**src/chp_pkg.sv**
```systemverilog
// shared constants, types and register map of the host bus slave port
package chp_pkg;

    // interface select straps, packed as {sel1, sel0}
    localparam logic [1:0] SEL_CODE_MUX = 2'h2;
    localparam logic [1:0] SEL_CODE_AMI = 2'h1;

    typedef enum logic [1:0] {
        MODE_WAIT = 2'b00,
        MODE_MUX = 2'b01,
        MODE_AMI = 2'b10,
        MODE_HALT = 2'b11
    } chp_mode_t;

    typedef enum logic [1:0] {
        ACC_IDLE = 2'b00,
        ACC_BUSY = 2'b01
    } chp_acc_t;

    // cycles after reset release before the straps are trusted
    localparam logic [1:0] STRAP_CYCLES = 2'h3;

    // avalon register byte offsets
    localparam logic [3:0] REG_STATUS = 4'h0;
    localparam logic [3:0] REG_ERROR = 4'h4;
    localparam logic [3:0] REG_CONTROL = 4'h8;
    localparam int STAT_MODE_LSB = 0;
    localparam int STAT_BUSY_BIT = 2;
    localparam int ERR_ILLEGAL_BIT = 0;
    localparam int CTRL_ENABLE_BIT = 0;
    localparam logic CTRL_ENABLE_RESET = 1'h1;

    // reserved window of the asynchronous memory mode
    localparam logic [15:0] AMI_RSV_LO = 16'h0400;
    localparam logic [15:0] AMI_RSV_HI = 16'h1fff;
    localparam logic [15:0] ZERO_WORD = 16'h0000;
    localparam logic [5:0] XADDR_MATCH = 6'h00;

    typedef struct packed {
        logic host_chip_select_n;
        logic read_write_dir_n;
        logic output_enable_n;
        logic [15:0] data;
    } chp_ami_pins_t;

    typedef struct packed {
        logic host_bus_clock_n;
        logic read_write_dir_n;
        logic low_byte_strobe_n;
        logic [15:0] pad;
        logic [5:0] expanded_addr;
        logic [5:0] base_match_inputs;
    } chp_mux_pins_t;

    localparam chp_ami_pins_t AMI_IDLE = '{1'h1, 1'h1, 1'h1, 16'h0000};
    localparam chp_mux_pins_t MUX_IDLE =
        '{1'h1, 1'h1, 1'h1, 16'h0000, 6'h00, 6'h00};

    // request toward the internal register file
    typedef struct packed {
        logic we;
        logic [15:0] addr;
        logic [15:0] wdata;
    } chp_int_req_t;

endpackage

```
**src/chp_host_port.sv**
```systemverilog
// host bus slave port: asynchronous memory and multiplexed bus modes
//
// Added by the designer: the register offsets and the Avalon-MM slave port.
`timescale 1ns/100ps
module chp_host_port #(
    parameter int AMI_ADDR_W = 9
) (
    input wire logic sys_clk_in,
    input wire logic reset_n_in,
    input wire logic [1:0] if_sel_in,
    input wire chp_pkg::chp_ami_pins_t ami_pins_in,
    input wire logic [AMI_ADDR_W:1] ami_addr_in,
    output logic [15:0] ami_data_out,
    output logic ami_data_oe_n_out,
    input wire chp_pkg::chp_mux_pins_t mux_pins_in,
    output logic [15:0] pad_out,
    output logic pad_oe_n_out,
    input wire logic irq_req_in,
    output logic host_irq_n_out,
    output chp_pkg::chp_int_req_t int_req_out,
    output logic int_valid_out,
    input wire logic [15:0] int_rdata_in,
    input wire logic [3:0] avs_address_in,
    input wire logic avs_read_in,
    input wire logic avs_write_in,
    input wire logic [31:0] avs_writedata_in,
    output logic [31:0] avs_readdata_out,
    output logic avs_waitrequest_out
);
    import chp_pkg::*;

    localparam int BA_W = AMI_ADDR_W + 1;

    // base match: bit 10+i against input i, expanded lines all zero
    function automatic logic base_hit(input logic [15:0] adr,
                                      input logic [5:0] base,
                                      input logic [5:0] xadr);
        base_hit = (adr[15:10] == base) && (xadr == XADDR_MATCH);
    endfunction

    // narrow when addr bit 0 or strobe high; narrow writes are refused,
    // and odd address with strobe high is an unaligned half word
    function automatic logic mux_illegal(input logic adr0,
                                         input logic strobe_n,
                                         input logic is_read);
        mux_illegal = (adr0 | strobe_n) & (~is_read | (adr0 & strobe_n));
    endfunction

    function automatic logic [15:0] ami_byte_addr(
        input logic [AMI_ADDR_W:1] a);
        logic [BA_W-1:0] ba;
        ba = {a, 1'b0};
        ami_byte_addr = 16'(ba);
    endfunction

    chp_ami_pins_t ami_s1, ami_s2, ami_s3;
    chp_mux_pins_t mux_s1, mux_s2, mux_s3;
    logic [AMI_ADDR_W:1] aadr_s1, aadr_s2;
    logic [1:0] sel_s1, sel_s2;
    logic [1:0] strap_cnt;
    chp_mode_t mode;
    chp_acc_t acc_state;
    logic acc_read, acc_reject;
    logic [15:0] acc_addr;
    logic [15:0] rd_word;
    logic rd_pend;
    logic err_flag, ctrl_enable;
    logic active;
    logic ce_fall, ce_rise, clk_fall, clk_rise;
    logic st_go, st_read, st_reject, acc_end;
    logic [15:0] st_addr;
    logic wr_go;
    logic [15:0] wr_data;
    logic ill_set;
    logic bus_go;
    logic [31:0] next_rdata;

    // all pins cross two flops; third stage feeds edge detection, the multiplexed-mode fields and the write data
    always_ff @(posedge sys_clk_in)
    begin
        if (!reset_n_in)
        begin
            ami_s1 <= AMI_IDLE;
            ami_s2 <= AMI_IDLE;
            ami_s3 <= AMI_IDLE;
            mux_s1 <= MUX_IDLE;
            mux_s2 <= MUX_IDLE;
            mux_s3 <= MUX_IDLE;
            aadr_s1 <= '0;
            aadr_s2 <= '0;
            sel_s1 <= 2'h0;
            sel_s2 <= 2'h0;
        end
        else
        begin
            ami_s1 <= ami_pins_in;
            ami_s2 <= ami_s1;
            ami_s3 <= ami_s2;
            mux_s1 <= mux_pins_in;
            mux_s2 <= mux_s1;
            mux_s3 <= mux_s2;
            aadr_s1 <= ami_addr_in;
            aadr_s2 <= aadr_s1;
            sel_s1 <= if_sel_in;
            sel_s2 <= sel_s1;
        end
    end

    // straps caught once after release, never looked at again
    always_ff @(posedge sys_clk_in)
    begin
        if (!reset_n_in)
        begin
            strap_cnt <= 2'h0;
            mode <= MODE_WAIT;
        end
        else if (mode == MODE_WAIT)
        begin
            if (strap_cnt == STRAP_CYCLES)
            begin
                case (sel_s2)
                    SEL_CODE_MUX: mode <= MODE_MUX;
                    SEL_CODE_AMI: mode <= MODE_AMI;
                    default: mode <= MODE_HALT;
                endcase
            end
            else
            begin
                strap_cnt <= strap_cnt + 2'h1;
            end
        end
    end

    assign active = ctrl_enable && (mode == MODE_AMI || mode == MODE_MUX);

    always_comb
    begin
        ce_fall = ami_s3.host_chip_select_n && !ami_s2.host_chip_select_n;
        ce_rise = !ami_s3.host_chip_select_n && ami_s2.host_chip_select_n;
        // data phase runs while the inverted bus clock is low
        clk_fall = mux_s3.host_bus_clock_n && !mux_s2.host_bus_clock_n;
        clk_rise = !mux_s3.host_bus_clock_n && mux_s2.host_bus_clock_n;
        st_go = 1'b0;
        st_read = 1'b0;
        st_reject = 1'b0;
        st_addr = ZERO_WORD;
        if (active && mode == MODE_AMI && ce_fall)
        begin
            st_go = 1'b1;
            st_read = ami_s2.read_write_dir_n;
            st_addr = ami_byte_addr(aadr_s2);
            // word only, no byte lanes so no size error
            st_reject = (st_addr >= AMI_RSV_LO) &&
                        (st_addr <= AMI_RSV_HI);
        end
        else if (active && mode == MODE_MUX && clk_fall &&
                 base_hit(mux_s3.pad, mux_s3.base_match_inputs,
                          mux_s3.expanded_addr))
        begin
            st_go = 1'b1;
            st_read = mux_s3.read_write_dir_n;
            st_addr = mux_s3.pad;
            st_reject = mux_illegal(mux_s3.pad[0],
                                    mux_s3.low_byte_strobe_n,
                                    st_read);
        end
        acc_end = (acc_state == ACC_BUSY) &&
                  ((mode == MODE_AMI && ce_rise) ||
                   (mode == MODE_MUX && clk_rise));
        wr_go = acc_end && !acc_read && !acc_reject;
        wr_data = (mode == MODE_AMI) ? ami_s3.data : mux_s3.pad;
        ill_set = st_go && st_reject;
    end

    always_ff @(posedge sys_clk_in)
    begin
        if (!reset_n_in)
        begin
            acc_state <= ACC_IDLE;
            acc_read <= 1'b0;
            acc_reject <= 1'b0;
            acc_addr <= ZERO_WORD;
        end
        else
        begin
            case (acc_state)
                ACC_IDLE:
                begin
                    if (st_go)
                    begin
                        acc_state <= ACC_BUSY;
                        acc_read <= st_read;
                        acc_reject <= st_reject;
                        acc_addr <= st_addr;
                    end
                end
                ACC_BUSY:
                begin
                    if (acc_end || !active)
                    begin
                        acc_state <= ACC_IDLE;
                    end
                end
                default: acc_state <= ACC_IDLE;
            endcase
        end
    end

    // one-cycle request toward the internal register file
    always_ff @(posedge sys_clk_in)
    begin
        if (!reset_n_in)
        begin
            int_valid_out <= 1'b0;
            int_req_out <= '0;
        end
        else
        begin
            int_valid_out <= 1'b0;
            if (st_go && st_read && !st_reject)
            begin
                int_valid_out <= 1'b1;
                int_req_out <= '{1'b0, st_addr, ZERO_WORD};
            end
            else if (wr_go)
            begin
                int_valid_out <= 1'b1;
                int_req_out <= '{1'b1, acc_addr, wr_data};
            end
        end
    end

    // read word: zero for rejected reads, file data one cycle after ask
    always_ff @(posedge sys_clk_in)
    begin
        if (!reset_n_in)
        begin
            rd_word <= ZERO_WORD;
            rd_pend <= 1'b0;
        end
        else
        begin
            rd_pend <= int_valid_out && !int_req_out.we;
            if (st_go)
            begin
                rd_word <= ZERO_WORD;
            end
            else if (rd_pend)
            begin
                rd_word <= int_rdata_in;
            end
        end
    end

    // output drivers; enables are active low
    always_ff @(posedge sys_clk_in)
    begin
        if (!reset_n_in)
        begin
            ami_data_out <= ZERO_WORD;
            pad_out <= ZERO_WORD;
            ami_data_oe_n_out <= 1'b1;
            pad_oe_n_out <= 1'b1;
        end
        else
        begin
            ami_data_out <= rd_word;
            pad_out <= rd_word;
            ami_data_oe_n_out <= !(mode == MODE_AMI &&
                acc_state == ACC_BUSY && acc_read &&
                !ami_s2.output_enable_n &&
                !ami_s2.host_chip_select_n);
            pad_oe_n_out <= !(mode == MODE_MUX &&
                acc_state == ACC_BUSY && acc_read &&
                !mux_s2.host_bus_clock_n);
        end
    end

    // a halted port raises no interrupt
    always_ff @(posedge sys_clk_in)
    begin
        if (!reset_n_in)
        begin
            host_irq_n_out <= 1'b1;
        end
        else
        begin
            host_irq_n_out <= !(irq_req_in && active);
        end
    end

    // avalon slave: one wait cycle, answer at the second edge
    assign bus_go = (avs_read_in || avs_write_in) && !avs_waitrequest_out;

    always_comb
    begin
        next_rdata = 32'h00000000;
        case (avs_address_in)
            REG_STATUS:
            begin
                next_rdata[STAT_MODE_LSB +: 2] = mode;
                next_rdata[STAT_BUSY_BIT] = (acc_state == ACC_BUSY);
            end
            REG_ERROR: next_rdata[ERR_ILLEGAL_BIT] = err_flag;
            REG_CONTROL: next_rdata[CTRL_ENABLE_BIT] = ctrl_enable;
            default: next_rdata = 32'h00000000;
        endcase
    end

    always_ff @(posedge sys_clk_in)
    begin
        if (!reset_n_in)
        begin
            avs_waitrequest_out <= 1'b1;
            avs_readdata_out <= 32'h00000000;
        end
        else
        begin
            avs_waitrequest_out <= !((avs_read_in || avs_write_in) &&
                                     avs_waitrequest_out);
            avs_readdata_out <= next_rdata;
        end
    end

    // error flag: hardware set wins over write-one-to-clear
    always_ff @(posedge sys_clk_in)
    begin
        if (!reset_n_in)
        begin
            err_flag <= 1'b0;
        end
        else if (ill_set)
        begin
            err_flag <= 1'b1;
        end
        else if (bus_go && avs_write_in && avs_address_in == REG_ERROR &&
                 avs_writedata_in[ERR_ILLEGAL_BIT])
        begin
            err_flag <= 1'b0;
        end
    end

    always_ff @(posedge sys_clk_in)
    begin
        if (!reset_n_in)
        begin
            ctrl_enable <= CTRL_ENABLE_RESET;
        end
        else if (bus_go && avs_write_in && avs_address_in == REG_CONTROL)
        begin
            ctrl_enable <= avs_writedata_in[CTRL_ENABLE_BIT];
        end
    end
endmodule // chp_host_port

```
**config.mk**
```make
export PLATFORM = sky130hd
export DESIGN_NAME = chp_host_port
export DESIGN_NICKNAME = d
export VERILOG_FILES = /design/src/chp_pkg.sv /design/src/chp_host_port.sv
export SDC_FILE = /design/constraint.sdc
export NUM_CORES = 1
export LEC_CHECK = 0
export ABC_CLOCK_PERIOD_IN_PS = 2660
export BUFFER_PORTS_ARGS = -buffer_cell sky130_fd_sc_hd__buf_2
export CORE_MARGIN = 4
export CORE_UTILIZATION = 53
export DETAILED_ROUTE_END_ITERATION = 6
export PLACE_DENSITY_LB_ADDON = 0.1
export SLEW_MARGIN = 20
export SYNTH_ARGS = -nofsm -noshare
export SYNTH_HDL_FRONTEND = slang
export SYNTH_SLANG_ARGS = --single-unit
```
**constraint.sdc**
```tcl
create_clock -name sys_clk_in -period 2.66 [get_ports sys_clk_in]
set_input_delay 0 -clock sys_clk_in [delete_from_list [all_inputs] [get_ports sys_clk_in]]
set_output_delay 0 -clock sys_clk_in [all_outputs]
set_load 0.01 [all_outputs]
```
## Word-level counts from Yosys, hierarchy flattened

Cells that the tools add are included.

- Flip-flop bits (word level): 299
- Latch bits: 0
- RAM bits: 0
- Bits in read-only memories: 0
- Bits of input ports: 118
- Output and inout port bits: 102
- Word-level logic and storage cells: 159
- Memories kept: 0

- Add/sub/neg operators: 1
- Multiply operators: 0
- Divide/modulo/power cells: 0
- Magnitude comparators: 0
- Equality and inequality tests: 11
- Shift-type cells: 0
- Muxes and demuxes: 20
- Bitwise gates (word level): 7
- Reduce and logical (&&, ||, !) cells: 66

Operator list:

| kind | count |
|---|---|
| 32-bit 2-to-1 mux | 2 |
| 16-bit 2-to-1 mux | 3 |
| 1-bit logical AND | 34 |
| 1-bit logical NOT | 15 |
| 1-bit 2-to-1 mux | 10 |
| 2-bit AND reduction | 5 |
| 2-bit case mux with 2 select lines | 2 |
| 2-bit by 1-bit == test with 1-bit output (second input constant) | 3 |
| 2-bit == test (second input constant) | 3 |
| 6-bit == test | 1 |
| 6-bit logical NOT | 1 |
| 4-bit by 3-bit == test with 1-bit output (second input constant) | 1 |
| 4-bit == test (second input constant) | 1 |
| 2-bit logical NOT | 2 |
| 4-bit logical NOT | 1 |
| 1-bit logical OR | 4 |
| 2-bit 2-to-1 mux | 2 |
| 2-bit != test (second input constant) | 2 |
| 2-bit nonzero test | 2 |
| 2-bit OR reduction | 2 |
| 1-bit NOT | 3 |
| 1-bit case mux with 3 select lines | 1 |
| 2-bit by 1-bit adder with 2-bit output (second input constant) | 1 |
| 1-bit AND | 2 |
| 1-bit bitwise OR | 2 |

## Longest topological paths before layout

Gate-level depths: netlist of run 1.

- Depth after elaboration: 11
- Gate-level depth with buffers: 10
- Depth with buffers taken out: 7

## Worst setup path after synthesis of run 1

Ideal clock, no wire load.

- Path type: register to register
- Start point: register mode[0]
- End point: register int_req_out[28] (netlist name)
- Setup time: 0.127 ns
- Arrival: 2.050 ns
- Required time: 2.533 ns
- Path slack: 0.483 ns
- Cell stages (with the launch flop): 10
- Buffers on the path: 2
- Period minus slack after synthesis: 2.177 ns
- Cell sequence: dfxtp_1 > inv_1 > ha_1 > buf_4 > nand3b_1 > a2111oi_4 > buf_2 > mux2_2 > nand4_1 > o21ai_0

- Longest elaborated chain between the ends: 11
- Elaborated cells between the ends (all ways): 28
- Those cells by class: eq/ne (2); mux (9); reduce/logical (17)

RTL lines:

| what | RTL line | text |
|---|---|---|
| from (decl) | chp_host_port.sv:61 | `chp_mode_t mode;` |
| from (signal assigned) | chp_host_port.sv:115 | `mode <= MODE_WAIT;` |
| from (signal assigned) | chp_host_port.sv:122 | `SEL_CODE_MUX: mode <= MODE_MUX;` |
| from (signal assigned) | chp_host_port.sv:123 | `SEL_CODE_AMI: mode <= MODE_AMI;` |
| 2-bit == test / 2-bit by 1-bit == test with 1-bit output (equally long branches) | - |  |
| 1-bit logical OR | chp_host_port.sv:134 | `assign active = ctrl_enable && (mode == MODE_AMI \|\| mode == MODE_MUX);` |
| 1-bit logical AND | chp_host_port.sv:134 |  |
| 1-bit logical AND (3 in a row) | chp_host_port.sv:156 | `else if (active && mode == MODE_MUX && clk_fall &&` |
| 1-bit 2-to-1 mux | chp_host_port.sv:156 |  |
| 1-bit 2-to-1 mux | chp_host_port.sv:147 | `if (active && mode == MODE_AMI && ce_fall)` |
| 1-bit logical AND / 1-bit logical NOT (equally long branches) | chp_host_port.sv:220 | `if (st_go && st_read && !st_reject)` |
| 1-bit logical AND | chp_host_port.sv:220 |  |
| 32-bit 2-to-1 mux / 2-bit nonzero test (equally long branches) | - |  |
| to (signal assigned) | chp_host_port.sv:223 | `int_req_out <= '{1'b0, st_addr, ZERO_WORD};` |
| to (signal assigned) | chp_host_port.sv:228 | `int_req_out <= '{1'b1, acc_addr, wr_data};` |
| to (decl) | chp_host_port.sv:20 | `output chp_pkg::chp_int_req_t int_req_out,` |

Several ways; a longest one is shown, not always the timed one.
A chain may end at the register's enable or synchronous reset.

## Final worst setup path of run 1

- Start point: register mode[0]
- End point: register acc_addr[6]

- Longest elaborated chain between the ends: 9
- Elaborated cells between the ends (all ways): 14
- Those cells by class: eq/ne (2); mux (4); reduce/logical (8)

RTL lines:

| what | RTL line | text |
|---|---|---|
| 2-bit == test / 2-bit by 1-bit == test with 1-bit output (equally long branches) | chp_host_port.sv:134, chp_host_port.sv:147, chp_host_port.sv:156 |  |
| 1-bit logical OR | chp_host_port.sv:134 |  |
| 1-bit logical AND | chp_host_port.sv:134 |  |
| 1-bit logical AND (3 in a row) | chp_host_port.sv:156 |  |
| 1-bit 2-to-1 mux | chp_host_port.sv:156 |  |
| 1-bit 2-to-1 mux | chp_host_port.sv:147 |  |
| 2-bit AND reduction (no line) | - |  |
| to (signal assigned) | chp_host_port.sv:194 | `acc_addr <= st_addr;` |
| to (decl) | chp_host_port.sv:64 | `logic [15:0] acc_addr;` |

Several ways; a longest one is shown, not always the timed one.

==> out/results.ini, run 1 <==
[run_status]
status=finished clean

[global_route]
grt_overflow=0
antenna_found_initial=0
grt_use_total_pct=18.59
grt_max_degree=164
grt_pass1_vias=6152
grt_pass1_wl_mm=29.90

[worst_setup_path]
critical_path.startpoint_type=flop
critPathKind=reg -> reg
crit_required_ns=3.05
worstPathArrival_ns=2.79
path_max_fanout=6
critPathCaptureType=flop

[pwr]
clkPwrFrac_pct=42.4
p_comb_share_pct=6.6
p_per_area_nw_per_um2=715.6
switching_share_pct=21.28
ir_drop_mv=0.5240
leakage_uw=0.004848
power.internal_uw=6515
switchingPower_uw=1761
seqPwrFrac_pct=51.0

[synthesis]
ys_seq_area_share_pct=59.79
ys_ff_latch=269
synthTopCellsByArea=dfxtp_1, and2_1, mux2i_1
synth-adder-area-share_pct=0.5557
synth-xor-area-share_pct=0.6807
ys_dominant_reg_cell=dfxtp_1
yosysTopAreaCell=dfxtp_1
syn_avg_cell_area_sq_um=10.88
synth_compound_area_share_pct=5.446
synth_edf_count=0
muxShareOfSynthArea_pct=5.765
synthTopCellsByCount=dfxtp_1, and2_1, buf_4
synth_cell_type_count=46
synth_top_family_by_area=simple AND/OR/NAND/NOR gates
yosysMostFrequentCell=dfxtp_1
synth_cells=828
yosys.area_share.simple_pct=21.39
async_flop_share_pct=0
yosys_warnings=0
syn-cell-area_sq_um=9006
synth_top_cell_area_share_pct=59.79

[clock_tree]
cts_sinks=269
cts_max_level=1
tritoncts.num_buffers=26
path_clk_slew_ns=0.06
cts_setup_buffers=0
cts-root-buf=clkbuf_16
cts_tree=yes
worstSkewPairLatency_ns=0.52
cts_buffer_depth=3

[sta]
finalSetupViolations=0
rsz0062_at_grt=no
slew_viol_final=0
slew_headroom_pct=39.81
max_freq_mhz=415.7
fin_setup_tns_ns=0
fin_skew_ns=0.01684
fin_crit_sh_pct=90.43
worst_pin_slew_ns=0.9017
finalHoldViolations=0
fin_crit_ns=2.405

[place]
placed_cells=1160
dpl.hpwl_mm=11.31
gp_congestion=0.8164
io_buffers=159

[floorplanning]
core_sq_um=16640
die_area_sq_um=19140
die_x_um=138.4
rows=47
die_h_um=138.4
start_util_pct=54.12
io-pin-count=220

[layout]
drive_gt1_share_pct=21.48
final_nets=1182
antenna_cells=0
syn2layout_area_growth_pct=28.42
stdcell_count=1300

[run]
cap_violations=0

[routing]
ant_nets=0
drc=0
vias=6051
dr.pass1.iters=4
first_iter_violations=263
avgRoutedWirePerCell_um=13.82
via_per_inst=4.655
wl_mm=17.97

[hold_path]
hold_path_class=in -> reg

==> stage by stage <==
step	power (uW)	setup WS, ns	area [sq um]	utilization [%]	hold slack [ns]
3_5_place_dp	4751	0.2689	9791	58.83	0.1897
2_1_floorplan	4631	0.4835	9111	-	0.07697
4_1_cts	8354	0.2579	11570	69.50	0.1885
3_3_place_gp	4744	0.3245	9791	58.83	0.1822
5_1_grt	8618	0.06315	11570	69.50	0.2117
6_report	8276	0.2546	11570	69.50	0.2155
==> layout make-up <==
type | instances | area (sq um)
flip-flops and latches | 269 | 5385
clock inverters | 9 | 65.06
clock buffers | 39 | 789.5
repair buffers | 267 | 1864
well taps | 220 | 275.3
inverters | 8 | 30.03
multi-input cells | 488 | 3157
fillers | 1295 | 5076
==> cells by family (layout without fill, tap and decap cells) <==
| family | count (synthesis) | in the layout |
|---|---|---|
| DFF | 269 | 269 |
| and+or+nand+nor | 336 | 336 |
| other | 1 | 29 |
| muxes | 51 | 51 |
| xor gates and xnor gates | 7 | 7 |
| adders and majority gates | 4 | 4 |
| AOI/OAI and AO/OA | 61 | 61 |
| buffers and inverters | 99 | 323 |
==> power by group through the flow <==
| stage | Clock [uW] | Combinational, uW | Sequential [uW] |
|---|---|---|---|
| after global placement | 0 | 436 | 4310 |
| after floorplan | 0 | 339 | 4290 |
| final | 3510 | 545 | 4220 |
| after detailed placement | 0 | 440 | 4310 |
| after global routing | 3770 | 612 | 4230 |
| after CTS | 3590 | 542 | 4220 |
==> registers in the layout, summed over array words and instances, names as in the netlist, 17 cells and up <==
signal / count
ami_s3: 17
mux_s3: 31
mux_s2: 31
ami_s1: 19
int_req_out: 33
mux_s1: 31
ami_s2: 19
==> metal layers <==
| metal | wire, um | up-vias | track usage (%) | part of all wire [%] |
|---|---|---|---|---|
| li1 | - | 3139 | - | - |
| met1 | 7643 | 2714 | 22.89 | 43 |
| met2 | 8745 | 167 | 32.32 | 49 |
| met3 | 1243 | 31 | 4.696 | 6.9 |
| met4 | 340 | 0 | 5.460 | 1.9 |
| met5 | 0 | - | 0 | 0 |
==> timing repair <==
item / in CTS / in global routing
hold buffers: 92 / 0
endpoints found under the hold margin: 97 / 0
endpoints found under the setup margin: 0 / 1
resized for setup: 0 / 1
==> worst max-delay path, cell delays in order, from the launching register on <==
cell	delay, ns
dfxtp_1	0.37
inv_1	0.08
ha_1	0.33
nand4b_1	0.24
nand4b_1	0.33
or3_1	0.49
a21oi_2	0.18
buf_4	0.16
a311oi_1	0.09
==> placed cells by master, fill, tap and decap left out, drive strengths merged, types with 8 or more instances in the layout <==
master,count
a211oi,16
a311oi,20
and2,172
and3,11
buf,175
clkbuf,39
conb,29
dfxtp,269
dlygate4sd3,92
inv,8
mux2i,44
nand2,37
nand2b,17
nand3,12
nand4,10
nor2,45
nor3,11
==> worst paths after layout <==
kind                              start                        to  slack, ns  cells past startpoint
hold reg to reg   ami_s1[18]$_SDFF_PN1_     ami_s2[18]$_SDFF_PN1_       0.40                      1
hold / removal          ami_pins_in[17]     ami_s1[17]$_SDFF_PN1_       0.22                      3
setup reg to reg   mode[0]$_SDFFE_PN0P_  acc_addr[6]$_SDFFE_PN0P_       0.25                      8
setup / recovery   mode[0]$_SDFFE_PN0P_  acc_addr[6]$_SDFFE_PN0P_       0.25                      8
No activity file was read; power rests on OpenSTA's default activity.
==> run 2, diff against run 1 <==
ABC_CLOCK_PERIOD_IN_PS = 2400   (was 2660)
RECOVER_POWER = 50   (was unset)
clock period = 2.4 ns   (was 2.66 ns; I/O delays follow)
==> run 2 against run 1 <==
Against the previous run: via count up 1.2%; global-route usage up 0.48 points; sequential power is 11% higher; register-to-register slack got worse by 0.12 ns; wire length rose by 2.7%; critical endpoint is now int_req_out[17]$_SDFFE_PN0P_; sequential cell count unchanged; clock skew fell by 0.0040 ns; non-clock buffer count rose by 12; setup slack got worse by 0.12 ns; hold slack lost 0.0065 ns; largest power group unchanged; highest routed layer unchanged; die area did not move; first-iteration DRC count rose by 49%.
==> out/results.ini, run 2 (same netlist as run 1, synthesis figures left out) <==
[run]
cap_violations=0

[pwr]
switchingPower_uw=1946
ir_drop_mv=0.6500
clkPwrFrac_pct=42.6
seqPwrFrac_pct=50.5
power.internal_uw=7304
switching_share_pct=21.03
p_per_area_nw_per_um2=797.1
p_comb_share_pct=6.8
leakage_uw=0.004572

[routing]
first_iter_violations=393
drc=0
dr.pass1.iters=4
ant_nets=0
avgRoutedWirePerCell_um=14.09
via_per_inst=4.678
wl_mm=18.45
vias=6123

[worst_setup_path]
reg2reg_from=mode[1]$_SDFFE_PN0P_
crit_required_ns=2.81
critPathCaptureType=flop
r2r-end=int_req_out[17]$_SDFFE_PN0P_
path_max_fanout=9
critPathKind=reg -> reg
worst-r2r-setup-slack_ns=0.14
worstPathArrival_ns=2.68
r2r_cells=9
critical_path.startpoint_type=flop

[clock_tree]
tritoncts.num_buffers=26
cts_buffer_depth=3
path_clk_slew_ns=0.06
cts-root-buf=clkbuf_16
cts_sinks=269
cts_max_level=1
cts_tree=yes
worstSkewPairLatency_ns=0.52

[layout]
syn2layout_area_growth_pct=28.84
utilization_pct=69.72
regMostFlops=int_req_out
largest_register_ffs=33
antenna_cells=0
most-common-layout-cells=dfxtp_1, and2_1, dlygate4sd3_1, buf_2, clkbuf_1
final_nets=1194
mostFrequentLayoutCell=dfxtp_1
drive_gt1_share_pct=15.24
stdcell_count=1309

[sta]
whs_ns=0.2090
rsz0062_at_grt=yes
finalSetupViolations=0
slew_headroom_pct=12.67
fin_setup_tns_ns=0
finalHoldViolations=0
timing.final.ws_setup_ns=0.1352
slew_viol_final=0
fin_skew_ns=0.01286
fin_crit_ns=2.265
max_freq_mhz=441.5
fin_crit_sh_pct=94.37
worst_pin_slew_ns=1.310

[global_route]
grt_overflow=0
grt_max_degree=108
grt_pass1_wl_mm=30.44
grt_use_total_pct=19.06
antenna_found_initial=0
grt_pass1_vias=6064

[place]
placed_cells=1166
dpl.hpwl_mm=11.74
pre_cts_ws_ns=0.03594
io_buffers=159
gp_congestion=0.8299

[floorplanning]
die_x_um=138.4
start_util_pct=54.12
rows=47
core_sq_um=16640
die_h_um=138.4
io-pin-count=220
die_area_sq_um=19140

[hold_path]
hold_end=mux_s1[9]$_SDFF_PN0_
hp-start=mux_pins_in[9]
hold_path_class=in -> reg
holdPathStages=3

[run_status]
status=finished clean

run 2: changes by cell type in the layout (fill, tap and decap cells not counted), sizes merged:
cell | previous run | this run
buf | 175 | 106
bufinv | 0 | 1
clkbuf | 39 | 114
clkinv | 7 | 5
clkinvlp | 2 | 0
dlygate4sd3 | 92 | 97
inv | 8 | 9
run 2: final cells by class:
| cell class | count | area, sq um |
|---|---|---|
| sequential | 269 | 5385 |
| inverter | 8 | 30.03 |
| timing repair buffer | 279 | 1882 |
| clock buffer | 38 | 775.7 |
| multi-input combinational | 488 | 3181 |
| clock inverter | 7 | 75.07 |
| tap | 220 | 275.3 |
| fill | 1301 | 5039 |
run 2: per-stage QoR:
stage                     total power, uW  area (sq um)
after floorplan                      5133          9111
after global routing                 9621         11600
after detailed placement             5289          9848
final                                9250         11600
after global placement               5281          9848
after CTS                            9346         11670
run 2: worst max-delay path, stage by stage, from the launching register on:
cell      delay (ns)
dfxtp_1         0.35
inv_1           0.08
ha_1            0.29
nand4b_1        0.20
nand4b_1        0.26
buf_4           0.16
nor4_4          0.29
buf_6           0.18
nand2_1         0.07
a311oi_1        0.30
run 2: per-layer routing:
metal	vias up	wire length [um]	global-route usage, %
met1	2751	7796	23.86
met3	35	1202	4.109
met5	-	0	0
li1	3158	-	-
met4	0	473	5.512
met2	179	8978	33.27
run 2: how the worst max path moves through the flow:
| stage | start | endpoint | slack [ns] | cells after the start |
|---|---|---|---|---|
| final | mode[1]$_SDFFE_PN0P_ | int_req_out[17]$_SDFFE_PN0P_ | 0.14 | 9 |
| after global routing | mode[1]$_SDFFE_PN0P_ | acc_addr[7]$_SDFFE_PN0P_ | -0.06 | 8 |
| after CTS | mode[1]$_SDFFE_PN0P_ | int_req_out[17]$_SDFFE_PN0P_ | 0.08 | 9 |
| after detailed placement | mode[1]$_SDFFE_PN0P_ | int_req_out[16]$_SDFFE_PN0P_ | 0.04 | 6 |
| after global placement | mode[1]$_SDFFE_PN0P_ | int_req_out[28]$_SDFFE_PN0P_ | 0.08 | 6 |
| after floorplan | mode[0]$_SDFFE_PN0P_ | int_req_out[28]$_SDFFE_PN0P_ | 0.22 | 9 |
run 2: repair_timing:
action / in CTS / in global routing
pin swaps: 0 / 1
setup buffers: 0 / 1
setup endpoints to repair: 5 / 30
cloned: 0 / 0
gates resized for setup: 1 / 5
hold buffers: 97 / 0
endpoints found under the hold margin: 117 / 0
run 2: power by group through the flow:
stage | Clock [uW] | Sequential (uW) | Combinational (uW)
after floorplan | 0 | 4760 | 375
after global placement | 0 | 4770 | 508
after detailed placement | 0 | 4780 | 513
after CTS | 4040 | 4680 | 633
after global routing | 4220 | 4690 | 710
final | 3940 | 4680 | 632
